**src/irm_consts.vh**
```
`ifndef IRM_CONSTS_VH
`define IRM_CONSTS_VH

// Register byte offsets of the upper channel mask
`define IRM_OFS_UPPER_SET 8'h70
`define IRM_OFS_UPPER_CLEAR 8'h74

// Address width decoded by the slave
`define IRM_ADDR_W 8

// Mask geometry
`define IRM_MASK_W 32
`define IRM_CHAN_W 6
`define IRM_CHAN_BASE 6'h20

// Value loaded at reset; software must program the mask anyway
`define IRM_MASK_RESET 32'h00000000

// AXI4-Lite response codes
`define IRM_RESP_OKAY 2'h0
`define IRM_RESP_DECERR 2'h3

// Word alignment bits of an address
`define IRM_ADDR_LSB 2

// Byte lanes of the data word
`define IRM_LANE_W 8
`define IRM_LANES 4

// Clear values of held and returned words
`define IRM_WORD_ZERO 32'h00000000
`define IRM_STRB_ZERO 4'h0

`endif

```
**src/irm_chan_filter.v**
```verilog
`timescale 1ns/1ps
`default_nettype none
`include "irm_consts.vh"

module irm_chan_filter
(
    input wire clk,
    input wire rst,
    input wire pkt_valid,
    input wire [`IRM_CHAN_W-1:0] pkt_channel,
    input wire [`IRM_MASK_W-1:0] mask,
    output reg pkt_accept,
    output reg pkt_drop,
    output reg pkt_lower
);

    wire is_upper;
    wire [`IRM_CHAN_W-2:0] bit_index;
    wire enabled;

    // Channel 32..63 has bit 5 set; low five bits pick the mask bit
    assign is_upper = pkt_channel[`IRM_CHAN_W-1];
    assign bit_index = pkt_channel[`IRM_CHAN_W-2:0];
    assign enabled = mask[bit_index];

    // One decision pulse per packet header; lower channels go elsewhere
    always @(posedge clk)
    begin
        if (rst)
        begin
            pkt_accept <= 1'b0;
            pkt_drop <= 1'b0;
            pkt_lower <= 1'b0;
        end
        else
        begin
            pkt_accept <= pkt_valid & is_upper & enabled;
            pkt_drop <= pkt_valid & is_upper & ~enabled;
            pkt_lower <= pkt_valid & ~is_upper;
        end
    end

endmodule // irm_chan_filter
`default_nettype wire

```
**src/irm_upper_mask.v**
```verilog
`timescale 1ns/1ps
`default_nettype none
`include "irm_consts.vh"

module irm_upper_mask
(
    input wire clk,
    input wire rst,
    // AXI4-Lite write address
    input wire s_axi_awvalid,
    output wire s_axi_awready,
    input wire [`IRM_ADDR_W-1:0] s_axi_awaddr,
    input wire [2:0] s_axi_awprot,
    // AXI4-Lite write data
    input wire s_axi_wvalid,
    output wire s_axi_wready,
    input wire [31:0] s_axi_wdata,
    input wire [3:0] s_axi_wstrb,
    // AXI4-Lite write response
    output reg s_axi_bvalid,
    input wire s_axi_bready,
    output reg [1:0] s_axi_bresp,
    // AXI4-Lite read address
    input wire s_axi_arvalid,
    output wire s_axi_arready,
    input wire [`IRM_ADDR_W-1:0] s_axi_araddr,
    input wire [2:0] s_axi_arprot,
    // AXI4-Lite read data
    output reg s_axi_rvalid,
    input wire s_axi_rready,
    output reg [31:0] s_axi_rdata,
    output reg [1:0] s_axi_rresp,
    // Receive path, same clock
    input wire rx_pkt_valid,
    input wire [`IRM_CHAN_W-1:0] rx_pkt_channel,
    output wire rx_pkt_accept,
    output wire rx_pkt_drop,
    output wire rx_pkt_lower,
    // Mask seen by the receive path
    output wire [`IRM_MASK_W-1:0] rx_channel_enable,
    output wire rx_enable_top_channel,
    output wire rx_enable_first_upper_channel
);

    reg [`IRM_MASK_W-1:0] mask;
    wire [`IRM_MASK_W-1:0] next_mask;

    reg aw_full;
    reg [`IRM_ADDR_W-1:0] aw_addr;
    reg w_full;
    reg [31:0] w_data;
    reg [3:0] w_strb;

    wire aw_take;
    wire w_take;
    wire have_aw;
    wire have_w;
    wire do_write;
    wire [`IRM_ADDR_W-1:0] wr_addr;
    wire [31:0] wr_data;
    wire [3:0] wr_strb;
    wire [`IRM_ADDR_W-1:0] wr_word;
    wire wr_at_set;
    wire wr_at_clear;
    wire wr_set_hit;
    wire wr_clear_hit;
    wire wr_hit;
    wire [`IRM_MASK_W-1:0] lane_bits;
    wire [`IRM_MASK_W-1:0] ones_written;

    wire ar_take;
    wire [`IRM_ADDR_W-1:0] rd_word;
    wire rd_at_set;
    wire rd_at_clear;
    wire rd_hit;

    // Protection bits carry no meaning for this register pair
    wire unused_prot;
    assign unused_prot = ^{s_axi_awprot, s_axi_arprot};

    // Each channel holds one item until the write completes
    assign s_axi_awready = ~aw_full & ~s_axi_bvalid;
    assign s_axi_wready = ~w_full & ~s_axi_bvalid;

    // Halves taken this cycle, or held from an earlier one
    assign aw_take = s_axi_awvalid & s_axi_awready;
    assign w_take = s_axi_wvalid & s_axi_wready;
    assign have_aw = aw_full | aw_take;
    assign have_w = w_full | w_take;
    assign do_write = have_aw & have_w;

    // Use the held copy if that half arrived earlier
    assign wr_addr = aw_full ? aw_addr : s_axi_awaddr;
    assign wr_data = w_full ? w_data : s_axi_wdata;
    assign wr_strb = w_full ? w_strb : s_axi_wstrb;

    // Word decode ignores the two byte-offset bits
    assign wr_word = {wr_addr[`IRM_ADDR_W-1:`IRM_ADDR_LSB], {`IRM_ADDR_LSB{1'b0}}};
    assign wr_at_set = (wr_word == `IRM_OFS_UPPER_SET);
    assign wr_at_clear = (wr_word == `IRM_OFS_UPPER_CLEAR);
    assign wr_hit = wr_at_set | wr_at_clear;

    // A hit only counts with both address and data on hand
    assign wr_set_hit = do_write & wr_at_set;
    assign wr_clear_hit = do_write & wr_at_clear;

    // Byte strobes widened to one enable per mask bit
    genvar gl;
    generate
        for (gl = 0; gl < `IRM_LANES; gl = gl + 1)
        begin : g_lane
            assign lane_bits[gl * `IRM_LANE_W +: `IRM_LANE_W] = {`IRM_LANE_W{wr_strb[gl]}};
        end
    endgenerate

    // Only ones in an enabled lane act; zeros never touch the mask
    assign ones_written = wr_data & lane_bits;

    // Per-bit set/clear; a disabled byte lane protects its bits
    genvar gi;
    generate
        for (gi = 0; gi < `IRM_MASK_W; gi = gi + 1)
        begin : g_mask_bit
            wire set_here;
            wire clear_here;
            reg next_bit;

            // Set and clear hits never meet: one write at a time
            assign set_here = wr_set_hit & ones_written[gi];
            assign clear_here = wr_clear_hit & ones_written[gi];

            // Bit keeps its value unless a one lands on it
            always @*
            begin
                if (set_here)
                begin
                    next_bit = 1'b1;
                end
                else if (clear_here)
                begin
                    next_bit = 1'b0;
                end
                else
                begin
                    next_bit = mask[gi];
                end
            end
            assign next_mask[gi] = next_bit;
        end
    endgenerate

    // Mask storage; the reset load is only a tidy start, not a promise
    always @(posedge clk)
    begin
        if (rst)
        begin
            mask <= `IRM_MASK_RESET;
        end
        else
        begin
            mask <= next_mask;
        end
    end

    // Hold the address half if it came before the data half
    always @(posedge clk)
    begin
        if (rst)
        begin
            aw_full <= 1'b0;
            aw_addr <= {`IRM_ADDR_W{1'b0}};
        end
        else if (do_write)
        begin
            aw_full <= 1'b0;
        end
        else if (aw_take)
        begin
            aw_full <= 1'b1;
            aw_addr <= s_axi_awaddr;
        end
    end

    // Hold the data half if it came before the address half
    always @(posedge clk)
    begin
        if (rst)
        begin
            w_full <= 1'b0;
            w_data <= `IRM_WORD_ZERO;
            w_strb <= `IRM_STRB_ZERO;
        end
        else if (do_write)
        begin
            w_full <= 1'b0;
        end
        else if (w_take)
        begin
            w_full <= 1'b1;
            w_data <= s_axi_wdata;
            w_strb <= s_axi_wstrb;
        end
    end

    // Write response stands until the master takes it
    always @(posedge clk)
    begin
        if (rst)
        begin
            s_axi_bvalid <= 1'b0;
        end
        else if (do_write)
        begin
            s_axi_bvalid <= 1'b1;
        end
        else if (s_axi_bready)
        begin
            s_axi_bvalid <= 1'b0;
        end
    end

    // Unmapped addresses answer a decode error and change nothing
    always @(posedge clk)
    begin
        if (rst)
        begin
            s_axi_bresp <= `IRM_RESP_OKAY;
        end
        else if (do_write)
        begin
            s_axi_bresp <= wr_hit ? `IRM_RESP_OKAY : `IRM_RESP_DECERR;
        end
    end

    // One read at a time; address accepted only while no data waits
    assign s_axi_arready = ~s_axi_rvalid;
    assign ar_take = s_axi_arvalid & s_axi_arready;

    // Read word decode, the same two offsets as for writes
    assign rd_word = {s_axi_araddr[`IRM_ADDR_W-1:`IRM_ADDR_LSB], {`IRM_ADDR_LSB{1'b0}}};
    assign rd_at_set = (rd_word == `IRM_OFS_UPPER_SET);
    assign rd_at_clear = (rd_word == `IRM_OFS_UPPER_CLEAR);
    assign rd_hit = rd_at_set | rd_at_clear;

    // Read data stands until the master takes it
    always @(posedge clk)
    begin
        if (rst)
        begin
            s_axi_rvalid <= 1'b0;
        end
        else if (ar_take)
        begin
            s_axi_rvalid <= 1'b1;
        end
        else if (s_axi_rready)
        begin
            s_axi_rvalid <= 1'b0;
        end
    end

    // Both offsets return the live mask; reading never alters it
    always @(posedge clk)
    begin
        if (rst)
        begin
            s_axi_rdata <= `IRM_WORD_ZERO;
        end
        else if (ar_take)
        begin
            s_axi_rdata <= rd_hit ? mask : `IRM_WORD_ZERO;
        end
    end

    // Unmapped reads are refused with a decode error
    always @(posedge clk)
    begin
        if (rst)
        begin
            s_axi_rresp <= `IRM_RESP_OKAY;
        end
        else if (ar_take)
        begin
            s_axi_rresp <= rd_hit ? `IRM_RESP_OKAY : `IRM_RESP_DECERR;
        end
    end

    // Mask straight from its flip-flops to the receive path
    assign rx_channel_enable = mask;

    // Named taps for channel 63 and channel 32
    assign rx_enable_top_channel = mask[`IRM_MASK_W-1];
    assign rx_enable_first_upper_channel = mask[0];

    // Per-packet accept/drop decision for channels 32..63
    irm_chan_filter irm_chan_filter_inst
    (
        .clk(clk),
        .rst(rst),
        .pkt_valid(rx_pkt_valid),
        .pkt_channel(rx_pkt_channel),
        .mask(mask),
        .pkt_accept(rx_pkt_accept),
        .pkt_drop(rx_pkt_drop),
        .pkt_lower(rx_pkt_lower)
    );

endmodule // irm_upper_mask
`default_nettype wire

```
**config.mk**
```make
export PLATFORM = sky130hd
export DESIGN_NAME = irm_upper_mask
export DESIGN_NICKNAME = d
export VERILOG_FILES = /design/src/irm_chan_filter.v /design/src/irm_upper_mask.v
export VERILOG_INCLUDE_DIRS = /design/src
export SDC_FILE = /design/constraint.sdc
export NUM_CORES = 1
export LEC_CHECK = 0
export BUFFER_PORTS_ARGS = -buffer_cell sky130_fd_sc_hd__buf_2
export CORE_ASPECT_RATIO = 0.9
export CORE_MARGIN = 2
export CORE_UTILIZATION = 55
export DETAILED_ROUTE_END_ITERATION = 7
export GPL_ROUTABILITY_DRIVEN = 0
export PLACE_DENSITY = 0.84
export SLEW_MARGIN = 20
export SYNTH_ARGS = -nofsm -noshare
export SYNTH_HDL_FRONTEND = slang
export SYNTH_HIERARCHICAL = 1
export SYNTH_SLANG_ARGS = --single-unit
```
**constraint.sdc**
```tcl
create_clock -name clk -period 2.5 [get_ports clk]
set_input_delay 0.5 -clock clk [delete_from_list [all_inputs] [get_ports clk]]
set_output_delay 0.5 -clock clk [all_outputs]
set_load 0.1 [all_outputs]
```
After elaboration in Yosys (flattened, before gate mapping)
Cells that the tools add are included.
{ "totals": {"memories": 0, "out_inout_bits": 78, "ff_bits": 119, "rom_bits": 0, "elab_cells": 251, "latch_bits": 0, "mem_bits_rw": 0} }
{ "op_classes": {"n_bitwise": 88, "multipliers": 0, "n_div": 0, "add_sub_neg": 0, "magnitude_cmp": 1, "mux": 76, "reduce_logical": 37, "n_eq_ne": 4, "shift": 0} }
{ "op_table": {"columns": ["cell", "count"], "rows": [
  ["$and 1x1->1", 76],
  ["$mux 1", 69],
  ["$reduce_bool 2->1", 34],
  ["$mux 32", 2],
  ["$and 32x32->32", 1],
  ["$eq 6x5->1 const B", 4],
  ["$mux 8", 1],
  ["$not 1->1", 7],
  ["$lt 5x6->1 const B", 1],
  ["$bmux 1 s5", 1],
  ["$mux 2", 2],
  ["$mux 4", 1],
  ["$or 1x1->1", 4],
  ["$reduce_and 2->1", 2],
  ["$reduce_or 2->1", 1]
]} }

Depth between registers and ports, before layout
Gate-level depths: netlist of the first run.
{ "logic_depth": {"depth_word": 9, "ltp_mapped": 7, "depth_no_buf": 5} }

Cells and area by module
The synthesis of the first run kept the hierarchy.
{ "by_module_without_submodules": {"columns": ["module", "area_per_inst_um2", "cells_each", "seq_area_each_um2", "n_inst"], "rows": [
  ["irm_upper_mask", 4942.2, 506, 2242.2, 1],
  ["irm_chan_filter", 412.9, 48, 60.1, 1]
]} }

Least setup slack after synthesis of the first run
Ideal clock, no wire load.
{ "synth_path": {"kind": "register -> output", "start": "register s_axi_bvalid", "end": "output port s_axi_awready", "n_path_buf": 0, "t_required_ps": 2000, "path_slack_ps": -128, "arrival_time_ps": 2128, "stages_incl_launch_ff": 2, "path_cell_list": "dfxtp_1 -> nor2_1"} }
{ "synth_via": {"elab_chain_cells": 2} }
{ "synth_rtl": {"columns": ["item", "line", "rtl"], "rows": [
  ["from (decl)", "irm_upper_mask.v:20", "output reg s_axi_bvalid,"],
  ["from (signal assigned)", "irm_upper_mask.v:210", "s_axi_bvalid <= 1'b0;"],
  ["from (signal assigned)", "irm_upper_mask.v:214", "s_axi_bvalid <= 1'b1;"],
  ["from (signal assigned)", "irm_upper_mask.v:218", "s_axi_bvalid <= 1'b0;"],
  ["$not 1->1", "irm_upper_mask.v:82", "assign s_axi_awready = ~aw_full & ~s_axi_bvalid;"],
  ["$and 1x1->1", "irm_upper_mask.v:82", null],
  ["to (decl)", "irm_upper_mask.v:11", "output wire s_axi_awready,"]
]} }
No other way between the ends.

Worst setup path in the final report of the first run
{ "layout_path": {"start": "register w_full", "end": "output port s_axi_wready"} }
{ "layout_via": {"elab_chain_cells": 2} }
{ "layout_rtl": {"columns": ["item", "line", "rtl"], "rows": [
  ["from (decl)", "irm_upper_mask.v:50", "reg w_full;"],
  ["from (signal assigned)", "irm_upper_mask.v:189", "w_full <= 1'b0;"],
  ["from (signal assigned)", "irm_upper_mask.v:195", "w_full <= 1'b0;"],
  ["from (signal assigned)", "irm_upper_mask.v:199", "w_full <= 1'b1;"],
  ["$not 1->1", "irm_upper_mask.v:83", "assign s_axi_wready = ~w_full & ~s_axi_bvalid;"],
  ["$and 1x1->1", "irm_upper_mask.v:83", null],
  ["to (decl)", "irm_upper_mask.v:16", "output wire s_axi_wready,"]
]} }
No other way between the ends.

==> impl_metrics.yaml, run 1 <==
sta:
  finalCriticalPeriod_ps: 2020
  relSlewSlack_pct: 32.18
  post-route-period-util_pct: 80.81
  worst_slack_ps: 479.7
  setup_viol: 0
  max_freq_ghz: 0.4950
  finClkSkew_ps: 15.10
  slew_violations: 0
  final_hold_viol_count: 0
  rsz0062_at_grt: "false"
  tightest_slew_ps: 1017
logic_synthesis:
  postSynthAreaPerCell_sq_um: 9.666
  synth_area_leaders: "dfxtp_1 43%, mux2i_1 16%, nor4_2 6.5%"
  syn-num-nets: 626
  yosysUniqueCellTypes: 37
  synth_top_flop_cell: "dfxtp_1"
  synth_edf_count: 0
  syn_area_sq_mm: 0.005355
  yosys.area.top_type: "dfxtp_1"
  yosysWarnings: 6
  async_flop_share_pct: 0
  ys_seq_area_share_pct: 42.99
  ys_ff_latch: 115
  yosysTopAreaCellShare_pct: 42.99
  netlist_instances: 554
power:
  ir_worst_vdd_mv: 0.5774
  p_leak_nw: 2.664
  powerDensity_mw_per_mm2: 741.3
  finalPower_mw: 4.917
clock_tree:
  cts_max_level: 4
  path_clk_slew_ps: 60
  cts_tree: "yes"
  cts_resized: 0
  cts-root-buf: "clkbuf_8"
  clk_latency_ps: 520
  cts_max_path_buffers: 2
  cts_buffers: 17
  ctsHoldBuffers: 0
  cts_setup_buffers: 0
  cts_sinks: 115
route:
  ant_nets: 0
  firstDrtPassIters: 5
  via_per_inst: 5.514
  vias: 4488
  post_drt_wl_per_cell_um: 16.77
  drt-initial-drc-count: 325
  drc: 0
  wl_mm: 13.65
cells_and_area:
  diodes: 0
  fin_util_pct: 69.29
  layout_commonest_cell: "buf_2"
  final_nets: 747
  drive_above_1_share_pct: 32.41
  fillers: 719
  area_growth_pct: 23.86
  layout_common_cells: "137 x buf_2, 114 x dfxtp_1, 87 x mux2i_1"
floorplan:
  dieWidth_um: 108.0
  fp.dieH_um: 97.61
  core_area_sq_mm: 0.009572
  num_io_pins: 150
  dieArea_sq_mm: 0.01054
  rows: 34
  initial_utilization_pct: 55.95
worst_setup_path:
  cp_slowest_stage_delay_ps: 440
  critPathMaxFanout: 13
  cp.required_ps: 2000
  slowest_stage: "dfxtp_2"
  crit_family: "flip-flops"
  cp-start-kind: "register"
  cp_cell_sequence: "nor2_1 -> buf_2"
  critPathBufInv: 1
  crit_path_end_kind: "output port"
  arrival_ps: 1520
  crit_type: "reg -> out"
global_routing:
  grt_overflow: 0
  grt_pass1_vias: 4286
  grt_max_degree: 115
  grt_first_pass_wirelength_mm: 21.76
  grt_use_total_pct: 26.35
  antenna_found_initial: 0
status:
  outcome: "finished, final reports clean"
flow_run:
  maxCapViolCount: 0
place:
  hpwlAfterDp_mm: 9.340
  port_buffers: 138
  post-place-ws_ps: 462.7
min_path:
  min_path_type: "in -> reg"
==> power breakdown <==
group	switching, mW	total (mW)	internal (mW)
clock network	0.901	2.42	1.52
registers	0.0382	1.92	1.88
logic	0.396	0.574	0.178
==> registers in the layout (all words and copies together) (netlist names) <==
| signal | cells |
|---|---|
| rx_channel_enable | 32 |
| s_axi_rvalid | 1 |
| s_axi_rresp | 1 |
| w_strb | 4 |
| irm_chan_filter_inst/pkt_accept | 1 |
| w_data | 32 |
| s_axi_rdata | 32 |
| w_full | 1 |
| s_axi_bvalid | 1 |
| irm_chan_filter_inst/pkt_drop | 1 |
| aw_addr | 6 |
| s_axi_bresp | 1 |
| irm_chan_filter_inst/pkt_lower | 1 |
| aw_full | 1 |
==> cells by family (layout without fill, tap and decap cells) <==
logic type | count (synthesis) | count (layout) | share of synthesized area, %
AND/OR/NAND/NOR | 215 | 215 | 23.62
flip-flops | 115 | 115 | 42.99
multiplexers | 91 | 91 | 17.62
AO/OA/AOI/OAI | 84 | 84 | 10.19
buffers and inverters | 49 | 183 | 5.584
==> layout make-up <==
type	instances	area, sq um	share of cell area [%]
repair buffers	149	800.8	12.07
clock buffers	17	414.1	6.244
multi-input cells	390	2768	41.73
well taps	126	157.7	2.377
inverters	2	7.507	0.1132
flip-flops and latches	115	2303	34.73
clock inverters	15	181.4	2.735
==> per-layer routing <==
metal  part of all wire, %  routed length (um)  global-route usage, %
met5                     0                   0                      0
met4                  0.65                  89                  7.199
met3                   6.6                 898                  5.567
met2                    48                6586                  42.62
met1                    45                6076                  35.60
==> path summary, 6_finish.rpt <==
| path | from | to | slack [ps] | cells past startpoint |
|---|---|---|---|---|
| setup / recovery | w_full | s_axi_wready | 480 | 2 |
| hold / removal | rx_pkt_channel[5] | irm_chan_filter_inst/pkt_lower | 170 | 2 |
| setup reg to reg | aw_full | rx_channel_enable[31] | 500 | 5 |
| hold reg to reg | w_data[1] | w_data[1] | 460 | 2 |
==> stage by stage <==
step | cells | area, sq um | hold slack, ps | setup TNS (ps)
final | 814 | 6633 | 165.3 | 0
after global routing | 814 | 6633 | 157.5 | 0
after CTS | 814 | 6633 | 153.7 | 0
after detailed placement | 782 | 6037 | 450.4 | 0
after global placement | 782 | 6037 | 440.9 | 0
after floorplan | 554 | 5355 | 436.0 | -255.8
==> cell usage after synthesis (2+ instances only) <==
library cell  count
a211oi_1          2
a21oi_1          41
a22oi_1          36
a31oi_1           2
and2b_1           2
and4b_1           3
buf_2             5
buf_4            11
buf_6             7
clkbuf_1         22
dfxtp_1         115
inv_1             2
mux2i_1          87
mux2i_2           2
mux2i_4           2
nand2_1          78
nand2b_1         36
nand3_1           2
nand3b_1          3
nor2_1           45
nor2b_1           2
nor2b_2           2
nor3_2            2
nor4_1            5
nor4_2           28
==> worst reg2reg max path: cells and delay by family (launching register included) <==
family / cells / cell delay, ps
AO/OA/AOI/OAI: 1 / 90
buffers and inverters: 1 / 250
flip-flops: 1 / 540
multiplexers: 1 / 240
AND/OR/NAND/NOR: 2 / 800
Note: power is estimated with default switching activity, not from simulation.
==> run 2: changes to the inputs <==
--- a/config.mk
+++ b/config.mk
@@ -6,13 +6,14 @@
 export SDC_FILE = /design/constraint.sdc
 export NUM_CORES = 1
 export LEC_CHECK = 0
+export ABC_AREA = 1
 export BUFFER_PORTS_ARGS = -buffer_cell sky130_fd_sc_hd__buf_2
 export CORE_ASPECT_RATIO = 0.9
 export CORE_MARGIN = 2
-export CORE_UTILIZATION = 55
+export CORE_UTILIZATION = 47
 export DETAILED_ROUTE_END_ITERATION = 7
 export GPL_ROUTABILITY_DRIVEN = 0
-export PLACE_DENSITY = 0.84
+export PLACE_DENSITY = 0.76
 export SLEW_MARGIN = 20
 export SYNTH_ARGS = -nofsm -noshare
 export SYNTH_HDL_FRONTEND = slang
==> constraint.sdc (replaced) <==
create_clock -name clk -period 1.85 [get_ports clk]
set_input_delay 0.37 -clock clk [delete_from_list [all_inputs] [get_ports clk]]
set_output_delay 0.37 -clock clk [all_outputs]
set_load 0.1 [all_outputs]
==> run 2 against run 1 <==
Sequential power is 37% higher; area after synthesis increased by 0.14%; core utilization decreased by 7.7 points; combinational power grew 67%; clock skew fell by 5.2 ps; hold slack got worse by 24 ps; critical path type unchanged; largest cell class unchanged.
==> impl_metrics.yaml, run 2 <==
logic_synthesis:
  postSynthAreaPerCell_sq_um: 6.893
  ys_ff_latch: 115
  syn-num-nets: 850
  yosysWarnings: 6
  synth_most_common_cell: "nand2_1"
  synth_area_leaders: "dfxtp_1 43%, nand2_1 14%, a21oi_1 9.6%"
  yosysUniqueCellTypes: 29
  netlist_instances: 778
  syn_area_sq_mm: 0.005363
  yosysTopAreaCellShare_pct: 42.93
  async_flop_share_pct: 0
  ys_seq_area_share_pct: 42.93
  yosys.area.top_type: "dfxtp_1"
  synth_edf_count: 0
  synth_top_flop_cell: "dfxtp_1"
  ys_top_cells_by_count: "202 x nand2_1, 115 x dfxtp_1, 103 x a21oi_1, 63 x nand3_1, 60 x inv_1"
cells_and_area:
  layout_commonest_cell: "nand2_1"
  final_nets: 963
  layout_common_cells: "201 x nand2_1, 138 x buf_2, 112 x dfxtp_1"
  fin_cells: 1056
  fillers: 1052
  diodes: 0
  drive_above_1_share_pct: 22.57
  area_growth_pct: 26.25
flow_run:
  maxCapViolCount: 0
floorplan:
  rows: 36
  dieWidth_um: 116.6
  dieArea_sq_mm: 0.01228
  fp.dieH_um: 105.3
  initial_utilization_pct: 48.79
  core_area_sq_mm: 0.01099
  num_io_pins: 150
route:
  firstDrtPassIters: 5
  drt-initial-drc-count: 451
  post_drt_wl_per_cell_um: 13.31
  wl_met1_mm: 7.049
  met2WireLength_mm: 5.769
  ant_nets: 0
  vias: 5361
  drc: 0
  via_per_inst: 5.077
  wl_met3_mm: 1.019
  wl_mm: 14.06
  dr.max_layer_used: "met4"
sta:
  setup_viol: 0
  worst_slack_ps: 96.20
  tightest_slew_ps: 515.1
  slew_violations: 0
  relSlewSlack_pct: 65.90
  finalCriticalPeriod_ps: 1754
  max_freq_ghz: 0.5702
  post-route-period-util_pct: 94.80
  worst_hold_slack_ps: 141.0
  setup_tns_ps: 0
  final_hold_viol_count: 0
  rsz0062_at_grt: "false"
  finClkSkew_ps: 9.906
power:
  powerDensity_mw_per_mm2: 1055
  ir_worst_vdd_mv: 0.6971
  p_leak_nw: 2.871
  finalPower_mw: 7.143
min_path:
  holdCritStartpoint: "rx_pkt_channel[5]"
  worstHoldEndpoint: "irm_chan_filter_inst/pkt_lower"
  holdPathStages: 2
  min_path_type: "in -> reg"
place:
  hpwlAfterDp_mm: 9.560
  post-place-ws_ps: 233.4
  port_buffers: 138
  dp.cells: 1024
clock_tree:
  cts_max_path_buffers: 2
  path_clk_slew_ps: 50
  clk_latency_ps: 410
  cts_tree: "yes"
  cts-root-buf: "clkbuf_16"
  cts_setup_buffers: 0
  cts_sinks: 115
  cts_buffers: 17
  cts_resized: 0
  ctsHoldBuffers: 0
  cts_max_level: 4
worst_setup_path:
  critPathMaxFanout: 6
  reg2reg_depth: 6
  rr_startpoint: "s_axi_bvalid"
  cp-start-kind: "register"
  cp.required_ps: 1480
  reg2reg_to: "w_strb[2]"
  arrival_ps: 1380
  r2r_slack_ps: 250
  crit_path_end_kind: "output port"
  crit_type: "reg -> out"
global_routing:
  antenna_found_initial: 0
  grt_first_pass_wirelength_mm: 23.08
  grt_max_degree: 68
  grt_use_total_pct: 23.43
  grt_pass1_vias: 4690
  grt_overflow: 0
status:
  outcome: "finished, final reports clean"
-- run 2: cell types whose count changed in the layout (fill, tap and decap cells not counted), moves of 39 or more --
cell,before,now
nand3_1,2,62
a21oi_1,41,103
inv_1,2,59
o21ai_1,0,39
mux2i_1,87,0
nand2_1,78,201
-- run 2: logic make-up after synthesis --
kind of cell,Yosys count,share of synthesized area [%]
simple gates,356,28.30
compound gates,183,17.52
buf+inv,124,11.25
flops,115,42.93
-- run 2: metrics by stage --
stage | cell area [sq um] | util (%)
after global placement | 6122 | 55.70
after detailed placement | 6122 | 55.70
after global routing | 6770 | 61.60
after CTS | 6770 | 61.60
final | 6770 | 61.60
after floorplan | 5396 | -
-- run 2: how the worst max path moves through the flow --
stage	startpoint	to	slack, ps	depth (start not counted)
after global routing	aw_full	s_axi_awready	40	2
after detailed placement	s_axi_awvalid	w_data[29]	230	6
after floorplan	s_axi_rvalid	s_axi_rdata[23]	-10	5
after global placement	s_axi_awvalid	w_data[23]	260	6
after CTS	aw_full	s_axi_awready	80	2
final	aw_full	s_axi_awready	100	2
-- run 2: critical path, stage by stage, from the launching register on --
cell,delay (ps)
dfxtp_1,410
nor2_4,140
buf_2,420
-- run 2: cell type report --
type | instances | area (sq um) | area share (%)
flip-flops and latches | 115 | 2311 | 34.13
clock inverters | 9 | 150.1 | 2.218
well taps | 152 | 190.2 | 2.809
inverters | 67 | 257.7 | 3.807
clock buffers | 23 | 498.0 | 7.355
multi-input cells | 539 | 2487 | 36.74
repair buffers | 151 | 875.8 | 12.94
-- run 2: per-layer routing --
metal  up-vias  track usage (%)
met5         -                0
met4         0            8.067
met3        19            4.658
met2       183            32.89
met1      2372            35.46
li1       2787                -
-- run 2: power by group --
group	leakage (nW)	total, mW	switching [mW]	internal (mW)
Clock	0.315	3.55	1.13	2.43
Sequential	0.937	2.63	0.0475	2.58
Combinational	1.62	0.957	0.685	0.272
==> run 3: changes to the inputs <==
==> constraint.sdc (replaced) <==
create_clock -name clk -period 1.85 [get_ports clk]
set_input_delay 0.2775 -clock clk [delete_from_list [all_inputs] [get_ports clk]]
set_output_delay 0.2775 -clock clk [all_outputs]
set_load 0.1 [all_outputs]
==> run 3 against run 2 <==
Global-route usage is 0.44 points higher; maximum frequency is 4.9% higher; critical path depth stayed put; register-to-register slack better by 20 ps; hold slack worse by 91 ps; non-clock buffer count is 1 lower; critical endpoint unchanged; largest cell class unchanged; largest power group unchanged.
==> impl_metrics.yaml, run 3 (synthesis gave the netlist of run 2 again) <==
status:
  outcome: "finished, final reports clean"
worst_setup_path:
  cp-start-kind: "register"
  arrival_ps: 1390
  crit_path_end_kind: "output port"
  cp.depth: 2
  reg2reg_depth: 8
  cp_slowest_stage_delay_ps: 420
  crit_family: "flip-flops"
  cp.required_ps: 1570
  slowest_stage: "dfxtp_1"
  critPathBufInv: 1
  cp_cell_sequence: "nor2_4 -> buf_2"
  critPathMaxFanout: 6
  crit_type: "reg -> out"
sta:
  finClkSkew_ps: 7.824
  post-route-period-util_pct: 90.36
  slew_violations: 0
  relSlewSlack_pct: 65.58
  setup_tns_ps: 0
  tightest_slew_ps: 519.9
  final_hold_viol_count: 0
  finalCriticalPeriod_ps: 1672
  setup_viol: 0
  max_freq_ghz: 0.5982
  rsz0062_at_grt: "false"
  worst_hold_slack_ps: 50.06
place:
  port_buffers: 138
  place_area_sq_mm: 0.006115
  hpwlAfterDp_mm: 9.593
floorplan:
  fp.dieH_um: 105.3
  dieWidth_um: 116.6
  core_area_sq_mm: 0.01099
  dieArea_sq_mm: 0.01228
  num_io_pins: 150
  rows: 36
  initial_utilization_pct: 48.79
cells_and_area:
  area_growth_pct: 25.62
  fin_area_sq_mm: 0.006736
  final_nets: 962
  drive_above_1_share_pct: 22.48
  layout_common_cells: "201 x nand2_1, 138 x buf_2, 112 x dfxtp_1"
  diodes: 0
  layout_commonest_cell: "nand2_1"
global_routing:
  grt_use_total_pct: 23.87
  grt_pass1_vias: 4690
  globalRouteMet3Util_pct: 5.980
  grt_use_met1_pct: 35.89
  grt_first_pass_wirelength_mm: 23.43
  antenna_found_initial: 0
  grt_use_met2_pct: 33.51
  gr-max-usage-layer: "met1"
  grt_overflow: 0
  grt_max_degree: 68
clock_tree:
  cts_sinks: 115
  cts-root-buf: "clkbuf_16"
  cts_resized: 0
  ctsHoldBuffers: 0
  cts_buffers: 17
  path_clk_slew_ps: 60
  cts_max_path_buffers: 2
  cts_setup_buffers: 0
  clk_latency_ps: 410
  cts_tree: "yes"
  cts_max_level: 4
power:
  power.switching_mw: 1.895
  powerDensity_mw_per_mm2: 1035
  seqPwrFrac_pct: 37.7
  p_clk_share_pct: 48.6
  intPower_mw: 5.079
  p_comb_share_pct: 13.7
  ir_worst_vdd_mv: 0.6994
  p_leak_nw: 2.836
  p_sw_share_pct: 27.18
route:
  drc: 0
  ant_nets: 0
  via_per_inst: 5.102
  firstDrtPassIters: 5
  drt-initial-drc-count: 458
  vias: 5383
  wl_mm: 14.40
  post_drt_wl_per_cell_um: 13.65
min_path:
  holdPathStages: 2
  min_path_type: "in -> reg"
flow_run:
  maxCapViolCount: 0
[run 3: cell count changes in the layout (fill, tap and decap cells not counted), sizes merged]
cell	before	now
clkbuf	23	20
buf	151	150
bufinv	4	3
clkinvlp	3	7
[run 3: worst register-to-register path: stages (launching register included)]
cell,delay (ps)
dfxtp_1,540
inv_2,80
nor2_1,90
nand3b_1,90
nand2_2,90
buf_12,240
nand3_1,170
nand2_1,100
a21oi_1,60
[run 3: final cells by class]
type                            instances  area [sq um]
Timing Repair Buffer                  150         868.3
Clock buffer                           20         467.9
Multi-Input combinational cell        539          2487
Fill cell                            1010          4254
Inverter                               67         257.7
Clock inverter                         12         153.9
Tap cell                              152         190.2
Sequential cell                       115          2311
[run 3: worst paths after layout]
check                                       start  slack (ps)                              to
worst max-delay path                      aw_full         180                   s_axi_awready
worst min register to register          w_data[9]         450                       w_data[9]
worst min-delay path            rx_pkt_channel[5]          50  irm_chan_filter_inst/pkt_lower
worst max register to register            aw_full         270           rx_channel_enable[24]
[run 3: power by group through the flow]
| stage | Combinational [mW] | Sequential, mW | Clock, mW |
|---|---|---|---|
| 3_3_place_gp | 0.934 | 2.68 | 0 |
| 6_report | 0.956 | 2.63 | 3.39 |
| 5_1_grt | 1.06 | 2.64 | 3.55 |
| 2_1_floorplan | 0.632 | 2.75 | 0 |
| 4_1_cts | 0.952 | 2.63 | 3.42 |
| 3_5_place_dp | 0.944 | 2.68 | 0 |
[run 3: metrics by stage]
stage | total power [mW] | worst slack [ps] | instances | util, %
5_1_grt | 7.249 | 113.6 | 1055 | 61.29
3_3_place_gp | 3.614 | 371.6 | 1023 | 55.64
6_report | 6.975 | 178.3 | 1055 | 61.29
2_1_floorplan | 3.385 | -13.58 | 778 | -
3_5_place_dp | 3.628 | 342.6 | 1023 | 55.64
4_1_cts | 7.007 | 161.0 | 1055 | 61.29
[run 3: metal layers]
layer,wire length (um),vias to the layer above
met2,6159,172
met3,1031,12
met5,0,-
li1,-,2789
met4,147,0
met1,7062,2410
